## config.mk

```make
export PLATFORM = sky130hd
export DESIGN_NAME = host_bus_arbiter
export DESIGN_NICKNAME = d
export VERILOG_FILES = /design/src/rtl/arb_pkg.sv /design/src/rtl/host_bus_arbiter.sv
export VERILOG_INCLUDE_DIRS = /design/src /design/src/rtl
export SDC_FILE = /design/constraint.sdc
export NUM_CORES = 1
export LEC_CHECK = 0
export BUFFER_PORTS_ARGS = -buffer_cell sky130_fd_sc_hd__buf_2
export CORE_MARGIN = 1
export CORE_UTILIZATION = 35
export DETAILED_ROUTE_END_ITERATION = 10
export PLACE_DENSITY = 0.62
export SYNTH_ARGS = -nofsm -noshare
export SYNTH_HDL_FRONTEND = slang
export SYNTH_SLANG_ARGS = --single-unit
export TNS_END_PERCENT = 1
```

## constraint.sdc

```tcl
create_clock -name mclk -period 2.07 [get_ports mclk]
set_input_delay 0.621 -clock mclk [delete_from_list [all_inputs] [get_ports mclk]]
set_output_delay 0.621 -clock mclk [all_outputs]
set_load 0.005 [all_outputs]
```

## src/rtl/arb_map.svh

```systemverilog
`ifndef ARB_MAP_SVH
`define ARB_MAP_SVH

// Bus mode select encodings
`define MODE_1          3'h1
`define MODE_2          3'h2
`define MODE_3          3'h3
`define MODE_4          3'h4

// Worst case release time after a late back-off, in clocks
`define LATE_RELEASE_CLKS 2

`endif

```

## src/rtl/arb_pkg.sv

```systemverilog
package arb_pkg;

	typedef enum logic [5:0] {
		ST_IDLE    = 6'h01,
		ST_REQ     = 6'h02,
		ST_OWN     = 6'h04,
		ST_CYCLE   = 6'h08,
		ST_RELEASE = 6'h10,
		ST_BACKOFF = 6'h20
	} arb_state_e;

	typedef enum logic [1:0] {
		VAR_GACK = 2'h0,
		VAR_BUSY = 2'h1,
		VAR_NONE = 2'h2
	} busy_var_e;

endpackage

```

## src/rtl/host_bus_arbiter.sv

```systemverilog
// Behaviour
// - Modes 1 and 2: low bus_grant_n means the bus is granted to us.
// - Modes 3 and 4: low hold_ack_n means the previous master released the bus.
// - Mode 1: grant_acknowledge_n is three-state, driven low by the current owner.
// - Modes 2-4: bus_busy_n is wire-OR, three-state, driven low by the current owner.
// - Back-off with setup met: give up the bus after the current cycle.
// - After back-off drops, re-arbitrate and resume the interrupted cycle sequence.
// - Back-off is sampled at every start cycle we would begin as master.
// - Late back-off: release within two clocks; pending start becomes release.
// - Back-off during arbitration: finish arbitration, leave at first start cycle.
// - All host-side activity is synchronous to the host bus clock.
// - Reset input forces a complete reset regardless of bus mode.
// - Modes 3 and 4 request via hold request; modes 1 and 2 via bus request.
`include "arb_map.svh"
`timescale 1ns/1ps
`default_nettype none

module host_bus_arbiter (
	// Clock and reset
	input  wire logic       mclk,
	input  wire logic       rst,
	// Mode selection
	input  wire logic [2:0] bus_mode_select,
	// Arbitration inputs
	input  wire logic       bus_grant_n,
	input  wire logic       hold_ack_n,
	input  wire logic       back_off_n,
	// Request outputs
	output logic            bus_request_n,
	output logic            hold_request_n,
	// Grant acknowledge pin, mode 1
	input  wire logic       grant_acknowledge_n_in,
	output logic            grant_acknowledge_n_out,
	output logic            grant_acknowledge_n_oe,
	// Bus busy pin, modes 2 to 4
	input  wire logic       bus_busy_n_in,
	output logic            bus_busy_n_out,
	output logic            bus_busy_n_oe,
	// Core side
	input  wire logic       xfer_req,
	input  wire logic       cycle_last,
	input  wire logic       cycle_done,
	output logic            start_cycle,
	output logic            is_master,
	output logic            backed_off
);

	////////////////////////////////////////////////////////////////////////////
	// Mode decode

	function automatic arb_pkg::busy_var_e mode_var(input logic [2:0] m);
		case (m)
			`MODE_1: mode_var = arb_pkg::VAR_GACK;
			`MODE_2,
			`MODE_3,
			`MODE_4: mode_var = arb_pkg::VAR_BUSY;
			default: mode_var = arb_pkg::VAR_NONE;
		endcase
	endfunction

	function automatic logic hold_style(input logic [2:0] m);
		hold_style = (m == `MODE_3) || (m == `MODE_4);
	endfunction

	arb_pkg::busy_var_e var_w;
	logic               granted_w;
	logic               busy_line_w;
	logic               back_off_n_w;
	logic               hold_w;

	always_comb begin
		var_w = mode_var(bus_mode_select);
		hold_w = hold_style(bus_mode_select);
		// Grant meaning depends on mode
		granted_w = hold_style(bus_mode_select) ? ~hold_ack_n : ~bus_grant_n;
		busy_line_w = (var_w == arb_pkg::VAR_GACK) ? ~grant_acknowledge_n_in : ~bus_busy_n_in;
		back_off_n_w = ~back_off_n;
	end

	////////////////////////////////////////////////////////////////////////////
	// Arbitration state

	arb_pkg::arb_state_e state_q, state_d;
	logic                req_q, req_d;
	logic                own_q, own_d;
	logic                start_q, start_d;
	logic                boffd_q, boffd_d;
	logic                resume_q, resume_d;

	always_comb begin
		state_d  = state_q;
		req_d    = req_q;
		own_d    = 1'b0;
		start_d  = 1'b0;
		boffd_d  = boffd_q;
		resume_d = resume_q;
		case (state_q)
			arb_pkg::ST_IDLE: begin
				// Re-arbitrate once back-off drops
				if ((xfer_req || resume_q) && !back_off_n_w && var_w != arb_pkg::VAR_NONE) begin
					state_d = arb_pkg::ST_REQ;
					req_d   = 1'b1;
				end
			end
			arb_pkg::ST_REQ: begin
				// Arbitration completes even under back-off
				if (granted_w && !busy_line_w) begin
					state_d = arb_pkg::ST_OWN;
					req_d   = 1'b0;
					own_d   = 1'b1;
				end
			end
			arb_pkg::ST_OWN: begin
				own_d = 1'b1;
				// Back-off checked at each start cycle
				if (back_off_n_w) begin
					state_d  = arb_pkg::ST_RELEASE;
					own_d    = 1'b0;
					resume_d = 1'b1;
					boffd_d  = 1'b1;
				end else if (xfer_req || resume_q) begin
					state_d  = arb_pkg::ST_CYCLE;
					start_d  = 1'b1;
					resume_d = 1'b0;
				end else begin
					state_d = arb_pkg::ST_RELEASE;
					own_d   = 1'b0;
				end
			end
			arb_pkg::ST_CYCLE: begin
				own_d = 1'b1;
				if (cycle_done) begin
					if (back_off_n_w) begin
						state_d  = arb_pkg::ST_RELEASE;
						own_d    = 1'b0;
						resume_d = !cycle_last;
						boffd_d  = 1'b1;
					end else if (cycle_last) begin
						state_d = arb_pkg::ST_RELEASE;
						own_d   = 1'b0;
					end else begin
						state_d = arb_pkg::ST_OWN;
					end
				end
			end
			arb_pkg::ST_RELEASE: begin
				state_d = boffd_q ? arb_pkg::ST_BACKOFF : arb_pkg::ST_IDLE;
			end
			arb_pkg::ST_BACKOFF: begin
				// Held off until back-off deasserts
				if (!back_off_n_w) begin
					state_d = arb_pkg::ST_IDLE;
					boffd_d = 1'b0;
				end
			end
			default: begin
				state_d = arb_pkg::ST_IDLE;
				req_d   = 1'b0;
			end
		endcase
	end

	always_ff @(posedge mclk or posedge rst) begin
		if (rst) begin
			state_q  <= arb_pkg::ST_IDLE;
			req_q    <= 1'b0;
			own_q    <= 1'b0;
			start_q  <= 1'b0;
			boffd_q  <= 1'b0;
			resume_q <= 1'b0;
		end else begin
			state_q  <= state_d;
			req_q    <= req_d;
			own_q    <= own_d;
			start_q  <= start_d;
			boffd_q  <= boffd_d;
			resume_q <= resume_d;
		end
	end

	////////////////////////////////////////////////////////////////////////////
	// Pin outputs, all registered

	logic breq_n_q, breq_n_d;
	logic hreq_n_q, hreq_n_d;
	logic gack_oe_q, gack_oe_d;
	logic busy_oe_q, busy_oe_d;
	logic gack_out_q, gack_out_d;
	logic busy_out_q, busy_out_d;

	always_comb begin
		breq_n_d   = ~(req_d && !hold_w);
		hreq_n_d   = ~(req_d && hold_w);
		gack_oe_d  = own_d && (var_w == arb_pkg::VAR_GACK);
		busy_oe_d  = own_d && (var_w == arb_pkg::VAR_BUSY);
		// Driven level is low whenever we own the pin
		gack_out_d = ~gack_oe_d;
		busy_out_d = ~busy_oe_d;
	end

	always_ff @(posedge mclk or posedge rst) begin
		if (rst) begin
			breq_n_q  <= 1'b1;
			hreq_n_q  <= 1'b1;
			gack_oe_q <= 1'b0;
			busy_oe_q <= 1'b0;
			gack_out_q <= 1'b1;
			busy_out_q <= 1'b1;
		end else begin
			breq_n_q  <= breq_n_d;
			hreq_n_q  <= hreq_n_d;
			gack_oe_q <= gack_oe_d;
			busy_oe_q <= busy_oe_d;
			gack_out_q <= gack_out_d;
			busy_out_q <= busy_out_d;
		end
	end

	assign bus_request_n           = breq_n_q;
	assign hold_request_n          = hreq_n_q;
	assign grant_acknowledge_n_out = gack_out_q;
	assign grant_acknowledge_n_oe  = gack_oe_q;
	assign bus_busy_n_out          = busy_out_q;
	assign bus_busy_n_oe           = busy_oe_q;
	assign start_cycle             = start_q;
	assign is_master               = own_q;
	assign backed_off              = boffd_q;

endmodule

`default_nettype wire

```

==> results of run 1 <==
## critical path: stages, from the launching register on
cell	delay (ps)
dfrtp_1	520
nor4_4	350
buf_4	200
a31o_1	140
o2111ai_1	110
mux2_1	340
## cells by family after synthesis
| kind of cell | after synthesis | share of synthesized area, % |
|---|---|---|
| buf+inv | 13 | 6.36 |
| xor+xnor | 2 | 1.56 |
| mux | 2 | 1.90 |
| flops | 17 | 38.5 |
| compound gates | 40 | 26.8 |
| simple gates | 45 | 24.9 |
## report_power, final
group          internal (mW)  switching (mW)  total (mW)  leakage [nW]
clock network         0.0750          0.0994       0.174        0.0150
registers              0.377          0.0423       0.419         0.214
logic                  0.147           0.154       0.301         0.360
total                  0.599           0.296       0.895         0.589
## final cells by class
cell class	instances	area, um2	area share, %
Timing Repair Buffer	26	143	11.1
Multi-Input combinational cell	89	618	48.0
Tap cell	44	55.1	4.27
Inverter	4	15.0	1.17
Clock buffer	4	26.3	2.04
Sequential cell	17	432	33.5
## layer usage
metal	part of all wire [%]	vias to the layer above	wire length, um
li1	-	485	-
met1	45	487	1130
met2	50	28	1230
met3	3.7	3	91
met4	1.3	0	33
met5	0	-	0
## through the flow
step	instance area [um2]	setup slack, ps	util, %	cells
global placement	1260	112	41.4	180
CTS	1290	305	42.2	184
floorplan	1120	188	-	119
finish	1290	301	42.2	184
global route	1290	208	42.2	184
detailed placement	1260	76.5	41.4	180
## cell usage after synthesis (2+ instances only)
library cell	instances	area share [%]
nand2_1	8	2.7
inv_1	4	1.3
and2_1	2	1.1
dfstp_2	5	12
or2_2	2	1.1
o21a_1	3	2.0
o21ai_0	7	3.1
nor3_1	3	1.3
o221ai_1	3	2.3
nor2b_1	7	3.9
a211oi_2	2	2.2
o22ai_1	3	1.7
dfrtp_1	12	27
a21oi_1	3	1.3
nor2_1	4	1.3
nand2b_1	2	1.1
buf_2	3	1.3
o21bai_1	3	2.0
o211ai_1	3	2.0
clkbuf_1	3	1.0
buf_6	2	2.0
nand3_1	5	2.2
xor2_1	2	1.6
## worst max-delay path by stage
stage	to	cells past startpoint	slack [ps]
final	resume_q	5	300
after global routing	resume_q	5	210
after CTS	resume_q	5	310
after detailed placement	hold_request_n	6	80
after global placement	req_q	6	110
after floorplan	req_q	5	190
==> results, run 1 <==
- The flow ran to the end, but the final reports show violations.
- The final reports fail on DRC.
- After detailed routing, the average wire length per cell comes to ~14 um.
- The total congestion overflow is 0.
- The number of warning messages in the yosys log is 0.
- Summing internal, switching and leakage power gives between 0.8 and 0.9 mW.
- Global routing consumed, on the met2 layer, between 20 and 30% of the routing resources.
- The worst-case headroom to the max-slew limit is between 50% and 60%.
- The synthesized netlist net count is roughly 130.
- In this run the most used layer during global routing was met2.
- TritonCTS built the clock tree.
- The type of element capturing the critical path is a flop.
- The origin of the worst setup path is state_q[1].
- Clock skew on the completed layout was measured at about 6.8 ps.
- After filler insertion, the fill cell instance count of the layout stands at roughly 320.
- The setup path with the least slack is of type flop to flop.
- Counting cells, the worst reg-to-reg path comes to 5.
- The tightest min-delay check is of the primary input to async pin type.
- The worst hold-check slack is 399 ps.
- The analysis attributes to cell leakage a power of 0.589 nW.
- The share of the clock period used by the worst path is a little under nine tenths.
- The cell area that synthesis handed to floorplanning was ~1100 um2.
- Counting distinct cell types in the post-synthesis netlist gives 51.
- The number of buffer cells added on primary ports is 21.
- The upper clock frequency limit is approximately 570 MHz.
- The count of endpoints failing setup in the final report is 0.
- The post-CTS resize count is 0.
- The routed design could run at a clock period as short as 1770 ps.
- The effective utilization at floorplan is 36.7%.
- After clock tree synthesis, the flow added hold-fix buffers numbering 0.
- The via count of the routed design is about 1000.
- The mean instance size in the synthesized netlist is 9.42 um2.
- The areal power density over the cells is about 690 nW/um2.
- The fraction of synthesis flops using an asynchronous set or reset pin is 100%.
- The share of the yosys chip area belonging to registers is around two fifths.
- Synthesis produced a netlist whose cell count is around 120.
- Post-CTS timing repair inserted 0 buffers for setup.
- The maximum fanout along the worst path is 9.
- Setup repair after global routing left no endpoint under its margin.
- The buffer cell driving the clock tree root is clkbuf_4.
- The die extent in x is slightly below 60 um.
- For this run, the post-layout net count is 154.
- Data on the critical path arrives at its endpoint at 1950 ps.
- The weighted congestion at the end of routability-driven global placement is between 0.8 and 0.9.
- The total area inside the core boundary comes to 3050 um2.
- The initialized floorplan defines 20 standard-cell rows.
- Global routing used 16.7% of the available tracks.
- The number of hold-slack violations in the final timing report is 0.
- Max-cap violations in this run came to 0.
- The wire-length estimate of the detail-placed layout is between 1500 and 2000 um.
- The worst register-to-register path begins at state_q[1].
- Compared with the post-synthesis result, the final layout area differs by 15.0%.
- For this design the top-level I/O count stands at 22.
- The met3 usage in global routing is 2.86%.
- The iteration count of the initial detailed-routing pass is 7.
- The total inserted antenna cells is 0.
- The global-route wire length before repair is about 4300 um.
- The sink count of the clock tree is 17.
- STA classifies the critical path startpoint as a flop.
- The worst-case IR drop observed on VDD is 0.269 mV.
- The fraction of final layout cells with drive strength greater than 1 is a little under a third.
- The met1 usage is between 20% and 30%.
- Leaving out fill and tap cells, the most frequent cells in the layout are buf_2 (21), dfrtp_1 (12), nand2_1 (8), nor2b_1 (7), o21ai_0 (7).
- The number of buffers between clock root and the deepest sink is 2.
- The leading cell type in the layout, fill and taps excluded is buf_2.
- The maximum number of pins on one net before global-route repair is 18.
- For the worst setup path, the data required time is 2250 ps.
- The total negative slack for setup checks is 0 ps.
- The residual DRC count is 1.
- The endpoint identified for the worst register-to-register timing path is resume_q.
- The total die area is 3430 um2.
- The number of pins exceeding their max-slew limit in the final report is 0.
- The via count of the first global-routing pass is 960.
- The synthesized design contains 0 enable-type register cells.
- For the pin with the worst max-slew slack, the measured transition is roughly 640 ps.
- Counting flops and latches in the post-synthesis netlist gives 17.
- After clock tree synthesis, the clock-pin slew on the worst setup and hold paths is roughly 90 ps.
- The register with the most flip-flops in the layout has 6 of them.
- The total wirelength of the detailed-routed design is 2480 um.
- The flop-to-flop setup slack is about 300 ps.
- The die span in y is between 50 and 60 um.
- For this run, the leading register cell type out of synthesis is dfrtp_1.
- Once detail routing completed, the nets flagged for antenna violations numbered 0.
- In the routed layout, each cell is associated on average with a via count of about 5.5.
- After the first detailed-routing iteration, the DRC count stood at 42.
- The register with the highest flop count is state_q.
- The total clock buffers created by CTS is 3.
- The clock latency at the later pin of the worst-skew pair is ~290 ps.
- The initial antenna violation count is 0.
- The number of levels the H-tree was split into is 1.
Power figures use the tool's default switching activity.
==> run 2: changes to the inputs <==
ABC_CLOCK_PERIOD_IN_PS = 2070   (was unset)
CORE_UTILIZATION = 50   (was 35)
PLACE_DENSITY = 0.8   (was 0.62)
SETUP_SLACK_MARGIN = 0.5   (was unset)
==> run 2 against run 1 <==
Via count up 10%. Global-route usage increased by 8.5 points. Count of clock-buffer cells in the layout is 1 lower. Core utilization increased by 26 points. Die area down 29%. The run now ends clean. Critical path type unchanged. Critical endpoint unchanged. First-iteration DRC count grew 14%. Cell count decreased by 4.3%.
==> results, run 2 (same netlist as run 1, synthesis figures left out) <==
- The type of element capturing the critical path is a flop.
- The weighted congestion at the end of routability-driven global placement was 0.904 (+6.2%).
- The slew of the pin with the lowest slew margin is 656 ps (+12.3 ps).
- The total congestion overflow was 0 (unchanged).
- The via count of the routed design is 1103 (+10%).
- The fraction of power spent switching nets is 34.5% (+1.5 points).
- The worst setup path is launched from a flop.
- The maximum number of pins on one net before global-route repair came to 18 (unchanged).
- The die span in y is 49.4 um (-16%).
- The arrival time at the worst endpoint is 1850 ps (-100 ps).
- The final net count is 163 (+5.8%).
- The number of hold-slack violations in the final timing report came to 0 (unchanged).
- The leading cell type in the layout, fill and taps excluded is buf_2.
- The maximum vdd ir drop is 0.457 mV (+70%).
- The relative area change from synthesis to final layout is 24.2%.
- The total clock buffers created by CTS was 3 (unchanged).
- The cell with the largest stage delay on the worst path is dfstp_2.
- The power dissipated by switching net loads is 0.342 mW (+15%).
- The die extent in x came to 49.4 um (-16%).
- Traced cell by cell, the critical path runs through nor4_4, buf_4, a31o_1, o2111ai_2, mux2_4.
- The sink count of the clock tree is 17 (unchanged).
- The buffer cell driving the clock tree root is clkbuf_4.
- The routed via count divided by cell count was 6.27 (+15%).
- The areal power density over the cells came to 711 nW/um2 (+2.4%).
- The static leakage is 0.652 nW (+11%).
- The core area was 2040 um2 (-33%).
- The final HPWL from detailed placement is 1830 um (-4.6%).
- The total negative slack for setup checks is 0 ps (unchanged).
- The total die area is 2440 um2 (-29%).
- The upper clock frequency limit came to 601 MHz (+6.4%).
- The register with the highest flop count is state_q.
- The initial antenna violation count is 0 (unchanged).
- The clock latency at the later pin of the worst-skew pair was 290 ps (about the same).
- The largest stage delay on the critical path is 440 ps (-80 ps).
- The data required time at the worst endpoint is 2260 ps (about the same).
- The number of max-cap violations was 0 (unchanged).
- The count of endpoints failing setup in the final report is 0 (unchanged).
- The fraction of final layout cells with drive strength greater than 1 is 43.0% (+12 points).
- The global-route wire length before repair was 4640 um (+7.5%).
- The clock network fraction of design power is 18.5% (-1.0 points).
- The residual DRC count is 0 (-1).
- The final critical path time including I/O delays and setup came to 1660 ps (-106 ps).
- The class of the most critical hold timing path is primary input to async pin.
- The via count of the first global-routing pass is 1004 (+4.6%).
- The number of antenna-violating nets in the routed design is 0 (unchanged).
- The maximum fanout along the worst path is 8 (-1).
- The number of fillers in the final layout came to 171 (-47%).
- The number of flip-flops in the largest register is 6 (unchanged).
- The number of buffers between clock root and the deepest sink is 2 (unchanged).
- The detailed router's first-iteration violation count is 48 (+14%).
- The worst-case headroom to the max-slew limit is 56.2% (-0.82 points).
- The critical path is of the flop to flop type.
- The effective utilization at floorplan is 54.9% (+18 points).
- The number of pins exceeding their max-slew limit in the final report is 0 (unchanged).
- The top cell types in the final layout, fill and taps aside, are buf_2 (20), buf_4 (15), dfrtp_1 (9), nand2_1 (8).
- The cell-internal power came to 0.648 mW (+8.2%).
- The number of buffer cells added on primary ports is 21 (unchanged).
- The number of placement rows came to 16 (-20%).
- The iteration count of the initial detailed-routing pass came to 4 (-3).
- The number of levels the H-tree was split into is 1 (unchanged).
- The number of buffers inserted by hold repair at cts came to 0 (unchanged).
- The aggregate global-route resource usage came to 25.2% (+8.5 points).
- The total inserted antenna cells is 0 (unchanged).
- The clock transition at the registers of the reported paths was 110 ps (+20 ps).
- The sequential share of power came to 42.1% (-4.7 points).
- The worst hold-check slack is 395 ps (-3.48 ps).
- The count of boundary I/O pins is 22 (unchanged).
- The total wirelength of the detailed-routed design is 2920 um (+18%).
- The final clock skew was 6.08 ps (-0.699 ps).
- TritonCTS built the clock tree.
- The combinational share of power was 39.3% (+5.6 points).
- The run finished with clean final reports.
- Setup repair after global routing could not meet its margin everywhere.
- The routed length per instance is 16.6 um (+23%).
- The share of the clock period used by the worst path came to 80.3% (-5.1 points).
## run 2: cell type report
class	instances	area, um2	share of cell area [%]
tap	27	33.8	2.43
clock inverter	1	7.51	0.539
multi-input combinational	89	666	47.8
clock buffer	3	22.5	1.62
timing repair buffer	35	213	15.3
sequential	17	435	31.3
inverter	4	15.0	1.08
## run 2: path summary, 6_finish.rpt
path / startpoint / to / slack (ps) / depth (start not counted)
min reg2reg: resume_q / resume_q / 550 / 1
min in group mclk: resume_q / resume_q / 550 / 1
max reg2reg: state_q[0] / resume_q / 410 / 5
max: state_q[0] / resume_q / 410 / 5
min: rst / is_master / 400 / 2
max in group asynchronous: rst / state_q[4] / 1210 / 2
## run 2: stage by stage
step | total power, mW | setup WS [ps] | instance area [um2] | utilization, % | cells
after floorplan | 0.663 | 239 | 1130 | - | 119
final | 0.990 | 407 | 1390 | 68.2 | 176
after detailed placement | 0.723 | 90.3 | 1230 | 60.0 | 161
after global routing | 1.04 | 343 | 1390 | 68.2 | 176
after CTS | 0.973 | 459 | 1390 | 67.8 | 175
after global placement | 0.711 | 145 | 1230 | 60.0 | 161
## run 2: repair_timing
| action | CTS | global route |
|---|---|---|
| pin swaps | 7 | 1 |
| setup endpoints to repair | 12 | 17 |
| gates cloned | 0 | 0 |
| setup buffers | 10 | 1 |
| resized for setup | 15 | 0 |
## run 2: routing by layer
| layer | up-vias | GRT usage [%] | wire, um | share of wire [%] |
|---|---|---|---|---|
| met5 | - | 0 | 0 | 0 |
| met4 | 0 | 8.82 | 44 | 1.5 |
| met3 | 7 | 2.18 | 144 | 4.9 |
| met2 | 48 | 43.8 | 1500 | 51 |
| met1 | 544 | 32.3 | 1230 | 42 |
| li1 | 504 | - | - | - |
## run 2: power by group through the flow
stage / Sequential, mW / Combinational (mW) / Clock (mW)
6_report: 0.417 / 0.389 / 0.184
5_1_grt: 0.420 / 0.422 / 0.196
4_1_cts: 0.414 / 0.374 / 0.185
3_5_place_dp: 0.425 / 0.298 / 0
3_3_place_gp: 0.424 / 0.287 / 0
2_1_floorplan: 0.394 / 0.268 / 0
## run 2: worst max-delay path: cells and delay by family (launching register included)
family          cells  cell delay [ps]
buf+inv             1              200
flops               1              440
mux                 1              310
simple gates        1              310
compound gates      2              280
